[src/inc/lpst_pkg.sv]
// Constants and types shared by the logic pattern and state trigger.
package lpst_pkg;
  localparam int unsigned LPST_CHANNELS = 4;
  localparam int unsigned LPST_SAMPLE_W = 8;
  localparam int unsigned LPST_TB_W     = 24;
  localparam int unsigned LPST_PCT_W    = 7;
  localparam int unsigned LPST_CNT_W    = 32;
  localparam int unsigned LPST_CLOCK_CH = 3;
  localparam logic [LPST_PCT_W-1:0] LPST_PCT_FULL   = 7'h64;
  localparam logic [30:0]           LPST_PCT_DIV    = 31'h0000_0064;
  localparam int unsigned           LPST_AUTO_SHIFT = 1;
  localparam logic [LPST_CNT_W-1:0] LPST_CNT_ONE    = 32'h0000_0001;
  localparam logic [LPST_CNT_W-1:0] LPST_CNT_RESET  = 32'h0000_0000;
  localparam logic [LPST_CNT_W-1:0] LPST_CNT_MAX    = 32'hFFFF_FFFF;

  typedef enum logic [1:0] {
    LPST_PRE_X = 2'h0,
    LPST_PRE_H = 2'h1,
    LPST_PRE_L = 2'h2
  } lpst_pre_t;
  typedef enum logic [1:0] {
    LPST_FN_AND  = 2'h0,
    LPST_FN_NAND = 2'h1,
    LPST_FN_OR   = 2'h2,
    LPST_FN_NOR  = 2'h3
  } lpst_func_t;
  typedef enum logic {LPST_CLASS_PATTERN = 1'h0, LPST_CLASS_STATE = 1'h1}
    lpst_class_t;
  typedef enum logic [1:0] {
    LPST_QUAL_NONE = 2'h0,
    LPST_QUAL_LESS = 2'h1,
    LPST_QUAL_MORE = 2'h2
  } lpst_qual_t;
  typedef enum logic {LPST_SLOPE_RISE = 1'h0, LPST_SLOPE_FALL = 1'h1}
    lpst_slope_t;
  typedef enum logic {LPST_MODE_AUTO = 1'h0, LPST_MODE_NORMAL = 1'h1}
    lpst_mode_t;
  typedef enum logic {LPST_ST_HOLDOFF, LPST_ST_ARMED} lpst_state_t;
endpackage : lpst_pkg

[src/inc/lpst_level_if.sv]
// Carries one thresholded channel level between the design modules.
`timescale 1ns/1ns
`default_nettype none
interface lpst_level_if;
  logic level;
  modport drive (output level);
  modport take  (input level);
endinterface : lpst_level_if
`default_nettype wire

[src/design/lpst_trigger.sv]
// Logic pattern and state trigger qualification with holdoff and auto mode.
`timescale 1ns/1ns
`default_nettype none
// Notes on behaviour
// - Pattern: after holdoff, test all four inputs; trigger on function.
// - State: after holdoff, wait for channel four edge, then test function.
// - State uses channel four as clock; only three channels feed function.
// - AND all, NAND not all, OR any, NOR none; ignored inputs excluded.
// - Negated polarity swaps AND with NAND and OR with NOR.
// - Each channel has its own threshold deciding its logic level.
// - Clock event is channel four crossing its threshold with chosen slope.
// - Auto mode starts acquisition after a timeout derived from timebase.
// - Normal mode starts acquisition only on a valid trigger.
// - Holdoff is programmed as a percentage.
// - Pattern inputs each take high, low or ignored precondition.
// - State: three inputs high, low or ignored; clock rising or falling.
// - Time qualification applies only in pattern class.
// - Shorter-than needs true time below limit; longer-than above it.
// - Qualified: time true interval, trigger at its end if qualifier met.
module lpst_trigger
  import lpst_pkg::*;
(
  input  wire logic                                         i_clock,
  input  wire logic                                         i_rst,
  input  wire logic [LPST_CHANNELS-1:0][LPST_SAMPLE_W-1:0]  i_sample,
  input  wire logic [LPST_CHANNELS-1:0][LPST_SAMPLE_W-1:0]  i_threshold,
  input  wire lpst_class_t                                  i_class,
  input  wire lpst_func_t                                   i_func,
  input  wire logic                                         i_negate,
  input  wire lpst_pre_t [LPST_CHANNELS-1:0]                i_precondition,
  input  wire lpst_slope_t                                  i_clock_slope,
  input  wire lpst_qual_t                                   i_qualifier,
  input  wire logic [LPST_CNT_W-1:0]                        i_qual_cycles,
  input  wire lpst_mode_t                                   i_mode,
  input  wire logic [LPST_PCT_W-1:0]                        i_holdoff_pct,
  input  wire logic [LPST_TB_W-1:0]                         i_timebase_cycles,
  output logic                                              o_trigger,
  output logic                                              o_acquire_start,
  output logic                                              o_armed,
  output logic                                              o_holdoff_active,
  output logic [LPST_CHANNELS-1:0]                          o_levels
);
  lpst_level_if lvl_if [LPST_CHANNELS] ();
  logic [LPST_CHANNELS-1:0] level;

  for (genvar g = 0; g < LPST_CHANNELS; g++) begin : g_chan
    lpst_threshold u_thr (
      .i_clock     (i_clock),
      .i_rst       (i_rst),
      .i_sample    (i_sample[g]),
      .i_threshold (i_threshold[g]),
      .lvl         (lvl_if[g])
    );
    assign level[g] = lvl_if[g].level;
  end

  lpst_state_t             state;
  lpst_state_t             next_state;
  logic [LPST_CNT_W-1:0]   count;
  logic [LPST_CNT_W-1:0]   next_count;
  logic [LPST_CNT_W-1:0]   true_cnt;
  logic [LPST_CNT_W-1:0]   next_true_cnt;
  logic                    was_true;
  logic                    next_was_true;
  logic                    prev_clk;
  logic                    next_prev_clk;
  logic                    next_trigger;
  logic                    next_acquire;
  logic [LPST_CHANNELS-1:0] use_ch;
  logic [LPST_CHANNELS-1:0] hit;
  logic                    all_ok;
  logic                    any_ok;
  logic                    func_raw;
  logic                    cond;
  logic                    clk_edge;
  logic                    qualified;
  logic                    qual_ok;
  logic                    fire;
  logic                    auto_due;
  logic [LPST_PCT_W-1:0]   pct;
  logic [30:0]             hold_prod;
  logic [LPST_CNT_W-1:0]   holdoff_len;
  logic [LPST_CNT_W-1:0]   timeout_len;

  // Holdoff as percent of the timebase span.
  always_comb begin
    pct = (i_holdoff_pct > LPST_PCT_FULL) ? LPST_PCT_FULL : i_holdoff_pct;
    hold_prod = 31'(i_timebase_cycles) * 31'(pct);
    holdoff_len = 32'(hold_prod / LPST_PCT_DIV);
    if (holdoff_len == LPST_CNT_RESET) begin
      holdoff_len = LPST_CNT_ONE;
    end
    timeout_len = 32'(i_timebase_cycles) << LPST_AUTO_SHIFT;
    if (timeout_len == LPST_CNT_RESET) begin
      timeout_len = LPST_CNT_ONE;
    end
  end

  always_comb begin
    for (int i = 0; i < LPST_CHANNELS; i++) begin
      use_ch[i] = (i_precondition[i] != LPST_PRE_X);
      hit[i] = (i_precondition[i] == LPST_PRE_H) ? level[i] : ~level[i];
    end
    // Clock channel leaves the function in state class.
    if (i_class == LPST_CLASS_STATE) begin
      use_ch[LPST_CLOCK_CH] = 1'b0;
    end
    all_ok = &(~use_ch | hit);
    any_ok = |(use_ch & hit);
    case (i_func)
      LPST_FN_AND:  func_raw = all_ok;
      LPST_FN_NAND: func_raw = ~all_ok;
      LPST_FN_OR:   func_raw = any_ok;
      LPST_FN_NOR:  func_raw = ~any_ok;
      default:      func_raw = all_ok;
    endcase
    cond = func_raw ^ i_negate;
    if (i_clock_slope == LPST_SLOPE_RISE) begin
      clk_edge = level[LPST_CLOCK_CH] & ~prev_clk;
    end else begin
      clk_edge = ~level[LPST_CLOCK_CH] & prev_clk;
    end
    qualified = (i_class == LPST_CLASS_PATTERN)
                && (i_qualifier != LPST_QUAL_NONE);
    if (i_qualifier == LPST_QUAL_LESS) begin
      qual_ok = (true_cnt < i_qual_cycles);
    end else begin
      qual_ok = (true_cnt > i_qual_cycles);
    end
  end

  always_comb begin
    next_state    = state;
    next_count    = count;
    next_true_cnt = true_cnt;
    next_was_true = was_true;
    next_prev_clk = level[LPST_CLOCK_CH];
    next_trigger  = 1'b0;
    next_acquire  = 1'b0;
    fire          = 1'b0;
    auto_due      = 1'b0;
    case (state)
      LPST_ST_HOLDOFF: begin
        next_count = count + LPST_CNT_ONE;
        if (count + LPST_CNT_ONE >= holdoff_len) begin
          next_state    = LPST_ST_ARMED;
          next_count    = LPST_CNT_RESET;
          next_was_true = 1'b0;
          next_true_cnt = LPST_CNT_RESET;
        end
      end
      LPST_ST_ARMED: begin
        if (count != LPST_CNT_MAX) begin
          next_count = count + LPST_CNT_ONE;
        end
        if (i_class == LPST_CLASS_STATE) begin
          fire = clk_edge & cond;
        end else if (qualified) begin
          // Trigger where the true interval ends.
          fire = was_true & ~cond & qual_ok;
        end else begin
          fire = cond;
        end
        next_was_true = cond;
        if (cond) begin
          if (true_cnt != LPST_CNT_MAX) begin
            next_true_cnt = true_cnt + LPST_CNT_ONE;
          end
        end else begin
          next_true_cnt = LPST_CNT_RESET;
        end
        auto_due = (i_mode == LPST_MODE_AUTO)
                   && (count + LPST_CNT_ONE >= timeout_len);
        if (fire || auto_due) begin
          next_trigger = fire;
          next_acquire = 1'b1;
          next_state   = LPST_ST_HOLDOFF;
          next_count   = LPST_CNT_RESET;
        end
      end
      default: begin
        next_state = LPST_ST_HOLDOFF;
        next_count = LPST_CNT_RESET;
      end
    endcase
  end

  always_ff @(posedge i_clock) begin
    if (i_rst) begin
      state            <= LPST_ST_HOLDOFF;
      count            <= LPST_CNT_RESET;
      true_cnt         <= LPST_CNT_RESET;
      was_true         <= 1'b0;
      prev_clk         <= 1'b0;
      o_trigger        <= 1'b0;
      o_acquire_start  <= 1'b0;
      o_armed          <= 1'b0;
      o_holdoff_active <= 1'b1;
      o_levels         <= '0;
    end else begin
      state            <= next_state;
      count            <= next_count;
      true_cnt         <= next_true_cnt;
      was_true         <= next_was_true;
      prev_clk         <= next_prev_clk;
      o_trigger        <= next_trigger;
      o_acquire_start  <= next_acquire;
      o_armed          <= (next_state == LPST_ST_ARMED);
      o_holdoff_active <= (next_state == LPST_ST_HOLDOFF);
      o_levels         <= level;
    end
  end
endmodule : lpst_trigger
`default_nettype wire

[src/design/lpst_threshold.sv]
// One channel comparator against its own threshold.
`timescale 1ns/1ns
`default_nettype none
module lpst_threshold
  import lpst_pkg::*;
(
  input  wire logic                     i_clock,
  input  wire logic                     i_rst,
  input  wire logic [LPST_SAMPLE_W-1:0] i_sample,
  input  wire logic [LPST_SAMPLE_W-1:0] i_threshold,
  lpst_level_if.drive                   lvl
);
  logic next_level;

  always_comb begin
    next_level = (i_sample >= i_threshold);
  end

  always_ff @(posedge i_clock) begin
    if (i_rst) begin
      lvl.level <= 1'b0;
    end else begin
      lvl.level <= next_level;
    end
  end
endmodule : lpst_threshold
`default_nettype wire

[config.mk]
export PLATFORM = sky130hd
export DESIGN_NAME = lpst_trigger
export DESIGN_NICKNAME = d
export VERILOG_FILES = /design/src/inc/lpst_pkg.sv /design/src/inc/lpst_level_if.sv /design/src/design/lpst_trigger.sv /design/src/design/lpst_threshold.sv
export SDC_FILE = /design/constraint.sdc
export NUM_CORES = 1
export LEC_CHECK = 0
export BUFFER_PORTS_ARGS = -buffer_cell sky130_fd_sc_hd__buf_2
export CELL_PAD_IN_SITES_DETAIL_PLACEMENT = 1
export CELL_PAD_IN_SITES_GLOBAL_PLACEMENT = 2
export CORE_MARGIN = 3
export CORE_UTILIZATION = 37
export DETAILED_ROUTE_END_ITERATION = 12
export PLACE_DENSITY = 0.87
export SLEW_MARGIN = 20
export SYNTH_ARGS = -nofsm -noshare
export SYNTH_HDL_FRONTEND = slang
export SYNTH_HIERARCHICAL = 1
export SYNTH_SLANG_ARGS = --single-unit
[constraint.sdc]
create_clock -name i_clock -period 38.5 [get_ports i_clock]
set_clock_uncertainty 0.05 [all_clocks]
set_input_delay 5.775 -clock i_clock [delete_from_list [all_inputs] [get_ports i_clock]]
set_output_delay 5.775 -clock i_clock [all_outputs]
set_load 0.03 [all_outputs]
# == Yosys cells after proc, flatten, opt, wreduce, memory -nomap -nowiden ==
# Index checks and enable logic that the tools add are counted.
# W data, S select, Z words.
# classes
n_div,1
n_lt_le_gt_ge,9
bitwise_logic,22
mul,1
n_eq_ne,13
n_mux,28
reduce_logical,16
addsub,2
# ops
op,count
$mux W32,7
$pmux W32 S2,2
$add A32 B1 Y32 const B,2
$logic_not A32 Y1,2
$ne A32 B32 Y1 const B,2
$div A31 B7 Y32 const B,1
$ge A32 B25 Y1,1
$ge A32 B32 Y1,1
$ge A8 B8 Y1,4
$gt A32 B32 Y1,1
$lt A32 B32 Y1,1
$mul A24 B7 Y31,1
$mux W25,1
$mux W1,14
$not A1 Y1,13
$eq A2 B1 Y1 const B,6
$reduce_bool A2 Y1,5
$gt A7 B7 Y1 const B,1
$mux W7,1
$and A1 B1 Y1,5
$and A4 B4 Y4,1
$eq A2 B2 Y1 const B,2
$not A4 Y4,1
$or A4 B4 Y4,1
14 further kinds,16
# word_totals
register_bits,78
out_inout_bits,8
word_cells,105
input_bits,145

# == Depth between registers and ports, before layout ==
# Gate-level depths: netlist of the first run.
# logic_depth
depth_word,18
depth_mapped,121
depth_no_buf,107

# == Modules after synthesis ==
# Netlist of the first run, hierarchy kept.
# modules_own_cells
module,instances,cells_per_inst,seq_area_each_um2,area_each_um2
lpst_trigger,1,2233,1461.4,17181.5
lpst_threshold,4,27,20.0,211.5

# == Worst setup path after synthesis of the first run ==
# Ideal clock, no wire load.
# synth_path
path_type,input to register
startpoint,input port i_holdoff_pct[0]
endpoint,register true_cnt[25]
required_time_ps,38322
t_arrival_ps,28196
slack_ps,10127
n_path_buf,5
cell_stages,109
setup_time_ps,128
path_cell_list,o21ai_0 -> a21oi_1 -> or2_1 -> clkbuf_1 -> nand2_1 -> fa_1 -> inv_1 -> fa_1 -> fa_1 -> inv_1 -> fa_1 -> inv_1 -> ha_1 -> buf_4 -> nand2_2 -> or3_1 -> or2_1 -> a21o_1 -> [... 73 more ...] -> nor2b_1 -> o21ai_0 -> nand2b_1 -> a21oi_1 -> o31ai_1 -> a2111oi_0 -> a31oi_1 -> or2_2 -> clkbuf_1 -> nand4_1 -> nor2_1 -> and3_1 -> and3_1 -> nand2_1 -> nor2_1 -> nand2_1 -> xor2_1 -> nor2_1
# synth_between
elab_chain_cells,9
# synth_lines
item,line,rtl
"start, declared",lpst_trigger.sv:35,"input wire logic [LPST_PCT_W-1:0] i_holdoff_pct,"
$gt A7 B7 Y1,lpst_trigger.sv:87,pct = (i_holdoff_pct > LPST_PCT_FULL) ? LPST_PCT_FULL : i_holdoff_pct;
$mux W7 (*),lpst_trigger.sv:87,
$mul A24 B7 Y31 (*),lpst_trigger.sv:88,hold_prod = 31'(i_timebase_cycles) * 31'(pct);
$div A31 B7 Y32 (*),lpst_trigger.sv:89,holdoff_len = 32'(hold_prod / LPST_PCT_DIV);
$logic_not A32 Y1,lpst_trigger.sv:90,if (holdoff_len == LPST_CNT_RESET) begin
$mux W32 (*),lpst_trigger.sv:90,
$ge A32 B32 Y1 (*),lpst_trigger.sv:145,if (count + LPST_CNT_ONE >= holdoff_len) begin
$ne A2 B2 Y1 (no line) (*),-,
$reduce_and A2 Y1 (no line) (*),-,
"end signal, assigned",lpst_trigger.sv:203,true_cnt <= next_true_cnt;
"end, declared",lpst_trigger.sv:61,logic [LPST_CNT_W-1:0] true_cnt;
# Mark *: on every way between the ends. The rest lies on a longest branch, timed or not.
# A chain may end at the register's enable or synchronous reset.

# == Final worst setup path of the first run ==
# layout_path
startpoint,input port i_holdoff_pct[5]
endpoint,register true_cnt[29]
# Same word-level chain as after synthesis.

==> results.py, run 1 <==
metrics = {
    "run_status": {
        "status": "completed",
    },
    "die": {
        "core_mm2": 0.0479,
        "die-width_um": 227,
        "ios": 153,
        "full_die_area_mm2": 0.0514,
        "rows": 80,
        "start_util": 0.376,
        "dieHeight_um": 227,
    },
    "global_route": {
        "grt_pass1_wl_mm": 98.6,
        "global_route.overflow_total": 0,
        "antenna_violations_before_repair": 0,
        "grt_pass1_vias": 18700,
        "grt_max_degree": 47,
        "global_router_s_overall_resource_usage": 0.233,
    },
    "logic_synthesis": {
        "synthArstFlopShare": 0,
        "ys_types": 139,
        "most_instantiated_flip_flop_cell_in_the_synthesis_netlist": "sky130_fd_sc_hd__dfxtp_1",
        "synth_top_family_by_area": "compound AO/OA/AOI/OAI gates",
        "postSynthCellCount": 2341,
        "yosysSeqAreaShare": 0.0855,
        "synth.net_count": 2760,
        "synth.top_cell.area_share": 0.121,
        "ys_ff_latch": 77,
        "syn_area_per_cell_um2": 7.70,
        "ys_warn_count": 6,
        "netlist_top_cells_area": "sky130_fd_sc_hd__fa_1 12%, sky130_fd_sc_hd__ha_1 11%, sky130_fd_sc_hd__dfxtp_1 8.6%, sky130_fd_sc_hd__nand2_1 4.5%, sky130_fd_sc_hd__inv_1 4.4%",
        "yosysTopAreaCell": "sky130_fd_sc_hd__fa_1",
        "synth_simple_gate_area_frac": 0.247,
        "adder_and_majority_gate_portion_of_the_synthesized_area": 0.240,
        "synth-edff-count": 0,
        "synthesis.area_mm2": 0.0180,
        "post_synth_mux_area_share": 0.0158,
        "synth_compound_gate_area_share": 0.270,
        "synthXorXnorAreaFrac": 0.0726,
    },
    "critical_path": {
        "timing.critical_path.arrival_ps": 34850,
        "end_kind": "flop",
        "crit_required_ps": 38660,
        "critPathSlowestCell": "sky130_fd_sc_hd__a2111oi_1",
        "path_max_fanout": 32,
        "crit_type": "primary input to flop",
        "critical_path.most_common_cell": "sky130_fd_sc_hd__a21oi_1",
        "crit_path_start_kind": "primary input",
        "timing.critical_path.slowest_cell_delay_ps": 860,
    },
    "sta": {
        "timing.final.crit_share": 0.901,
        "timing.setup.tns_ps": 0,
        "tightestPinTransition_ps": 1100,
        "maxSlewHeadroom": 0.264,
        "final_max_slew_viol_count": 0,
        "post-route-min-period_ps": 34690,
        "finalSetupViolations": 0,
        "grt_setup_unrepaired": "no",
        "max_freq_mhz": 28.8,
        "hold_violations": 0,
        "layout_setup_ws_ps": 3810,
    },
    "final_layout": {
        "drive_above_1_share": 0.128,
        "finalNetCount": 2844,
        "antenna_cells_inserted": 0,
        "instances_no_fill": 3045,
        "layout-area-overhead-vs-synth_pct": 8.42,
    },
    "placement": {
        "detailedPlacementHpwl_mm": 49.2,
        "gp_congestion": 0.942,
        "io_buffers": 152,
        "dpl_worst_slack_ps": 3340,
        "numPlacedInstances": 3029,
    },
    "routing": {
        "avgRoutedWirePerCell_um": 19.7,
        "detail_route.iter0.violations": 1045,
        "drt-pass1-iter-count": 5,
        "route.antenna.remaining_nets": 0,
        "vias_per_cell": 5.90,
        "via_count": 18000,
        "detail_route.drc_violations": 0,
        "wirelength_mm": 60.0,
    },
    "hold_path": {
        "hold_path.class": "flop to flop",
    },
    "clock_network": {
        "clock_insertion_delay_worst_skew_ps": 340,
        "numCtsBuffers": 9,
        "htree_levels": 3,
        "cts-resized-gates": 0,
        "cts.root.buffer_cell": "sky130_fd_sc_hd__clkbuf_16",
        "clock_sinks": 77,
        "postCtsHoldBufs": 0,
        "clkTransAtPathRegs_ps": 60,
        "maximum_clock_path_buffer_count": 2,
        "clock_tree_from_tritoncts": "built",
        "post_cts.repair.setup_buffers": 0,
    },
    "job": {
        "maxCapViolCount": 0,
    },
}
## final cells by class
type	instances	area [um2]
fill	5923	28400
multi-input combinational	1955	15200
sequential	77	1540
timing repair buffer	165	858
inverter	217	825
tap	615	769
clock buffer	13	260
clock inverter	3	43.8
## registers in the layout (all words and copies together) (netlist names), 4 cells and up
register / cells
true_cnt: 32
o_levels: 4
count: 32
g_chan.u_thr/lvl.level: 4
## final timing paths
kind,end,cells after the start,startpoint,slack (ps)
max,true_cnt[29],103,i_holdoff_pct[5],3810
min,was_true,2,was_true,430
max reg2reg,true_cnt[29],27,count[0],31770
min reg2reg,was_true,2,was_true,430
## cells in the mapped netlist (51+ instances only)
cell / n
sky130_fd_sc_hd__nor3_1: 51
sky130_fd_sc_hd__clkbuf_1: 57
sky130_fd_sc_hd__inv_1: 212
sky130_fd_sc_hd__a21oi_1: 158
sky130_fd_sc_hd__o21ai_0: 77
sky130_fd_sc_hd__and3_1: 61
sky130_fd_sc_hd__fa_1: 109
sky130_fd_sc_hd__nor2_1: 169
sky130_fd_sc_hd__ha_1: 165
sky130_fd_sc_hd__xor2_1: 55
sky130_fd_sc_hd__nand3_1: 71
sky130_fd_sc_hd__nand2_1: 215
sky130_fd_sc_hd__and2_1: 94
sky130_fd_sc_hd__dfxtp_1: 77
sky130_fd_sc_hd__xnor2_1: 85
## critical path, delay by kind of cell
kind,cells,cell delay [ps]
xor+xnor,5,2680
buf+inv,5,670
mux,2,850
fa+ha+maj,6,2680
simple gates,38,8890
compound gates,47,13240
## metal layers
metal,global-route usage,wire length [um]
met5,0,0
met4,0.0346,673
met3,0.0284,2610
met2,0.403,28900
met1,0.317,27800
## logic make-up after synthesis
kind of cell / after synthesis
XOR/XNOR: 144
AND/OR/NAND/NOR: 860
adder cells (fa/ha/maj): 282
multiplexers: 25
buffers and inverters: 309
flip-flops: 77
AO/OA/AOI/OAI: 644
## cell usage in the layout (no fill, tap or decap), types with 51 or more instances in the layout
| cell | Yosys | routed |
|---|---|---|
| sky130_fd_sc_hd__a21oi_1 | 158 | 158 |
| sky130_fd_sc_hd__and2_1 | 94 | 94 |
| sky130_fd_sc_hd__and3_1 | 61 | 61 |
| sky130_fd_sc_hd__buf_2 | 22 | 152 |
| sky130_fd_sc_hd__dfxtp_1 | 77 | 77 |
| sky130_fd_sc_hd__fa_1 | 109 | 109 |
| sky130_fd_sc_hd__ha_1 | 165 | 165 |
| sky130_fd_sc_hd__inv_1 | 212 | 212 |
| sky130_fd_sc_hd__nand2_1 | 215 | 215 |
| sky130_fd_sc_hd__nand3_1 | 71 | 71 |
| sky130_fd_sc_hd__nor2_1 | 169 | 169 |
| sky130_fd_sc_hd__nor3_1 | 51 | 51 |
| sky130_fd_sc_hd__o21ai_0 | 77 | 77 |
| sky130_fd_sc_hd__xnor2_1 | 85 | 85 |
| sky130_fd_sc_hd__xor2_1 | 55 | 54 |
## per-stage QoR
stage          area, um2   util  hold slack, ps
2_1_floorplan      18000      -             390
3_3_place_gp       19200  0.401             403
3_5_place_dp       19200  0.401             431
4_1_cts            19500  0.407             448
5_1_grt            19500  0.408             468
6_report           19500  0.408             435
Power of run 1 is left out: the tool's default activity adds up to more than one toggle a clock period on the data nets, which glitch-free logic cannot reach.
==> inputs of run 2 (changes only) <==
==> constraint.sdc (replaced) <==
create_clock -name i_clock -period 32 [get_ports i_clock]
set_clock_uncertainty 0.05 [all_clocks]
set_input_delay 4.8 -clock i_clock [delete_from_list [all_inputs] [get_ports i_clock]]
set_output_delay 4.8 -clock i_clock [all_outputs]
set_load 0.03 [all_outputs]
==> results.py, run 2 (synthesized netlist as in run 1, its figures left out) <==
metrics = {
    "final_layout": {
        "fill_cell_count": 5896,
        "largest_registers": "count (32), true_cnt (32)",
        "layout.cells.most_common_list": "214 x sky130_fd_sc_hd__nand2_1, 212 x sky130_fd_sc_hd__inv_1, 168 x sky130_fd_sc_hd__nor2_1",
        "commonest_non_fill_non_tap_cell_in_the_layout": "sky130_fd_sc_hd__nand2_1",
        "antenna_cells_inserted": 0,
        "instances_no_fill": 3084,
        "multi_input_comb_area_mm2": 0.0157,
        "finalNetCount": 2883,
        "layout-area-overhead-vs-synth_pct": 12.5,
        "seq_area_mm2": 0.00154,
        "drive_above_1_share": 0.158,
    },
    "die": {
        "start_util": 0.376,
        "ios": 153,
        "core_mm2": 0.0479,
        "dieHeight_um": 227,
        "rows": 80,
        "full_die_area_mm2": 0.0514,
        "die-width_um": 227,
    },
    "routing": {
        "drt-pass1-iter-count": 5,
        "avgRoutedWirePerCell_um": 20.4,
        "route.antenna.remaining_nets": 0,
        "detail_route.iter0.violations": 1227,
        "vias_per_cell": 5.99,
        "via_count": 18500,
        "wirelength_mm": 62.9,
        "detail_route.drc_violations": 0,
    },
    "clock_network": {
        "numCtsBuffers": 9,
        "clock_insertion_delay_worst_skew_ps": 340,
        "htree_levels": 3,
        "postCtsHoldBufs": 0,
        "clock_tree_from_tritoncts": "built",
        "clkTransAtPathRegs_ps": 60,
        "clock_sinks": 77,
        "maximum_clock_path_buffer_count": 2,
        "cts.root.buffer_cell": "sky130_fd_sc_hd__clkbuf_16",
    },
    "placement": {
        "gp_congestion": 0.936,
        "io_buffers": 152,
        "numPlacedInstances": 3038,
        "detailedPlacementHpwl_mm": 50.4,
    },
    "sta": {
        "hold_violations": 0,
        "post-route-min-period_ps": 30350,
        "finalSetupViolations": 0,
        "maxSlewHeadroom": 0.254,
        "final_max_slew_viol_count": 0,
        "fin_hold_ws_ps": 431,
        "timing.final.crit_share": 0.949,
        "max_freq_mhz": 32.9,
        "tightestPinTransition_ps": 1110,
    },
    "hold_path": {
        "worst_hold_path_cells": 2,
        "timing.hold.worst_endpoint": "was_true",
        "min_from": "was_true",
        "hold_path.class": "flop to flop",
    },
    "critical_path": {
        "crit_path_start": "i_holdoff_pct[6]",
        "critPathSlowestCell": "sky130_fd_sc_hd__a2111o_2",
        "timing.critical_path.slowest_cell_delay_ps": 590,
        "r2r-start": "count[0]",
        "regToRegSetupSlack_ps": 25690,
        "crit_path_start_kind": "primary input",
        "endpoint_of_the_worst_slack_reg_to_reg_timing_path": "true_cnt[25]",
        "crit_type": "primary input to flop",
        "timing.critical_path.arrival_ps": 30500,
        "crit_required_ps": 32150,
        "end_kind": "flop",
        "path_max_fanout": 31,
        "worstRegToRegCells": 28,
    },
    "global_route": {
        "global_route.overflow_total": 0,
        "antenna_violations_before_repair": 2,
        "grt_pass1_vias": 18900,
        "grt_max_degree": 47,
        "global_router_s_overall_resource_usage": 0.236,
        "grt_pass1_wl_mm": 99.8,
    },
    "job": {
        "maxCapViolCount": 0,
    },
    "run_status": {
        "status": "completed",
    },
}
-- run 2: final cells by class --
type | count | share of cell area
tap | 615 | 0.0379
clock inverter | 3 | 0.00333
multi-input combinational | 1958 | 0.772
inverter | 217 | 0.0407
sequential | 77 | 0.0760
timing repair buffer | 201 | 0.0568
clock buffer | 13 | 0.0128
-- run 2: how the worst max path moves through the flow --
stage,endpoint,slack [ps],cells past startpoint
floorplan,true_cnt[25],4600,109
global placement,true_cnt[25],1310,107
detailed placement,true_cnt[31],360,107
CTS,true_cnt[25],570,107
global route,true_cnt[27],-80,112
finish,true_cnt[25],1650,113
-- run 2: metal layers --
metal	GRT usage	vias up	share of wire
met3	0.0225	77	0.049
li1	-	8666	-
met5	0	-	0.00043
met2	0.409	501	0.48
met4	0.0456	4	0.017
met1	0.319	9227	0.45
-- run 2: worst max-delay path, delay by kind of cell --
family	cells	cell delay, ps
xor gates and xnor gates	1	160
buffers and inverters	15	2290
muxes	2	580
and+or+nand+nor	36	7210
adders and majority gates	6	2910
AOI/OAI and AO/OA	53	12460
-- run 2: what timing repair did --
item | CTS | global route
endpoints found under the setup margin | 0 | 67
setup buffers | 0 | 27
resized for setup | 0 | 74
-- run 2: metrics by stage --
step / TNS [ps] / utilization / setup slack, ps / cell area [um2]
final: 0 / 0.423 / 1650 / 20300
after global routing: -302 / 0.423 / -84.1 / 20300
after CTS: 0 / 0.409 / 573 / 19600
after detailed placement: 0 / 0.403 / 358 / 19300
after global placement: 0 / 0.403 / 1310 / 19300
after floorplan: 0 / - / 4600 / 18000
Power of run 2 is left out for the same reason.
==> inputs of run 3 (changes only) <==
--- a/config.mk
+++ b/config.mk
@@ -11,6 +11,7 @@
 export CORE_MARGIN = 3
 export CORE_UTILIZATION = 37
 export DETAILED_ROUTE_END_ITERATION = 12
+export GPL_TIMING_DRIVEN = 0
 export PLACE_DENSITY = 0.87
 export SLEW_MARGIN = 20
 export SYNTH_ARGS = -nofsm -noshare
==> results.py, run 3 (synthesized netlist as in run 1, its figures left out) <==
metrics = {
    "run_status": {
        "status": "completed",
    },
    "critical_path": {
        "crit_path_start_kind": "primary input",
        "crit_path_start": "i_holdoff_pct[0]",
        "crit_required_ps": 32160,
        "regToRegSetupSlack_ps": 25590,
        "endpoint_of_the_worst_slack_reg_to_reg_timing_path": "true_cnt[29]",
        "timing.critical_path.slowest_cell_delay_ps": 560,
        "end_kind": "flop",
        "timing.critical_path.arrival_ps": 30700,
        "critPathSlowestCell": "sky130_fd_sc_hd__or4_4",
        "crit_type": "primary input to flop",
        "r2r-start": "count[0]",
        "path_max_fanout": 10,
        "worstRegToRegCells": 35,
    },
    "routing": {
        "wirelength_mm": 61.5,
        "detail_route.drc_violations": 0,
        "route.antenna.remaining_nets": 0,
        "drt-pass1-iter-count": 5,
        "avgRoutedWirePerCell_um": 19.5,
        "vias_per_cell": 5.85,
        "via_count": 18400,
        "detail_route.iter0.violations": 1085,
    },
    "sta": {
        "tightestPinTransition_ps": 1180,
        "finalSetupViolations": 0,
        "final_max_slew_viol_count": 0,
        "layout_setup_ws_ps": 1460,
        "post-route-min-period_ps": 30540,
        "max_freq_mhz": 32.7,
        "maxSlewHeadroom": 0.208,
        "hold_violations": 0,
        "timing.final.crit_share": 0.954,
    },
    "final_layout": {
        "layout-area-overhead-vs-synth_pct": 14.5,
        "post-route-util": 0.431,
        "commonest_non_fill_non_tap_cell_in_the_layout": "sky130_fd_sc_hd__nand2_1",
        "largest_registers": "count (32), true_cnt (32)",
        "final_area_mm2": 0.0206,
        "layout.cells.most_common_list": "213 x sky130_fd_sc_hd__nand2_1, 212 x sky130_fd_sc_hd__inv_1, 168 x sky130_fd_sc_hd__nor2_1",
        "finalNetCount": 2949,
        "fill_cell_count": 5951,
        "drive_above_1_share": 0.165,
    },
    "placement": {
        "dpl_worst_slack_ps": -729,
        "placedInstanceArea_mm2": 0.0195,
        "gp_congestion": 0.891,
        "detailedPlacementHpwl_mm": 50.1,
        "io_buffers": 143,
    },
    "hold_path": {
        "worst_hold_path_cells": 2,
        "timing.hold.worst_endpoint": "was_true",
        "hold_path.class": "flop to flop",
        "min_from": "was_true",
    },
    "die": {
        "start_util": 0.376,
        "dieHeight_um": 227,
        "full_die_area_mm2": 0.0514,
        "rows": 80,
        "ios": 153,
        "core_mm2": 0.0479,
        "die-width_um": 227,
    },
    "clock_network": {
        "clock_sinks": 77,
        "maximum_clock_path_buffer_count": 2,
        "numCtsBuffers": 9,
        "clock_tree_from_tritoncts": "built",
        "postCtsHoldBufs": 0,
        "clkTransAtPathRegs_ps": 60,
        "cts.root.buffer_cell": "sky130_fd_sc_hd__clkbuf_16",
        "htree_levels": 3,
        "clock_insertion_delay_worst_skew_ps": 340,
    },
    "global_route": {
        "grt_pass1_vias": 18900,
        "grt_pass1_wl_mm": 99.4,
        "global_route.overflow_total": 0,
        "antenna_violations_before_repair": 1,
        "grt_max_degree": 13,
        "global_router_s_overall_resource_usage": 0.234,
    },
    "job": {
        "maxCapViolCount": 0,
    },
}
-- run 3: cell types whose count changed in the layout (fill, tap and decap cells not counted), moves of 3 or more --
| cell | delta |
|---|---|
| sky130_fd_sc_hd__and2_1 | +4 |
| sky130_fd_sc_hd__clkbuf_1 | +46 |
| sky130_fd_sc_hd__a2111oi_2 | +3 |
| sky130_fd_sc_hd__a21oi_1 | -4 |
| sky130_fd_sc_hd__a211oi_2 | +4 |
| sky130_fd_sc_hd__a21oi_2 | +4 |
| sky130_fd_sc_hd__clkbuf_2 | +6 |
| sky130_fd_sc_hd__and2_2 | -4 |
| sky130_fd_sc_hd__o21ai_4 | +3 |
| sky130_fd_sc_hd__a2111oi_1 | -4 |
| sky130_fd_sc_hd__buf_2 | +12 |
| sky130_fd_sc_hd__a211oi_1 | -4 |
| sky130_fd_sc_hd__nor4_2 | -3 |
-- run 3: worst max path at each step --
stage / cells after the start / endpoint / slack (ps)
after floorplan: 109 / true_cnt[25] / 4600
after global placement: 112 / true_cnt[29] / -440
after detailed placement: 113 / true_cnt[25] / -730
after CTS: 108 / true_cnt[29] / 100
after global routing: 114 / true_cnt[27] / -320
final: 117 / true_cnt[29] / 1460
-- run 3: cell type report --
class	count	area [um2]	area share
diodes	1	2.50	0.000121
plain buffers	90	445	0.0216
clock buffers	12	256	0.0124
clock inverters	4	70.1	0.00339
inverters	217	825	0.0399
multi-input cells	1956	15700	0.763
flip-flops and latches	77	1540	0.0747
well taps	615	769	0.0373
repair buffers	179	986	0.0478
-- run 3: worst max-delay path, delay by kind of cell --
family	cells	cell delay [ps]
AO/OA/AOI/OAI	50	11650
AND/OR/NAND/NOR	38	7390
buffers and inverters	18	2850
adder cells (fa/ha/maj)	6	2640
multiplexers	3	990
XOR/XNOR	2	290
-- run 3: repair_timing --
item                                    4_1_cts  5_1_grt
setup buffers                                 1       35
endpoints found under the setup margin       10       67
pin swaps                                     1       19
gates cloned                                  0        1
gates resized for setup                       4      100
-- run 3: routing by layer --
layer,up-vias,wire length (um),GRT usage
met3,38,2590,0.0212
met2,382,29300,0.396
met4,0,634,0.0342
met1,9196,29000,0.331
li1,8803,-,-
met5,-,0,0
-- run 3: stage by stage --
step           setup TNS, ps  instances  hold slack (ps)
2_1_floorplan              0       2341              390
3_3_place_gp           -2760       3099              403
3_5_place_dp           -6330       3099              420
4_1_cts                    0       3116              435
5_1_grt                -1460       3151              480
6_report                   0       3151              430
Power of run 3 is left out for the same reason.
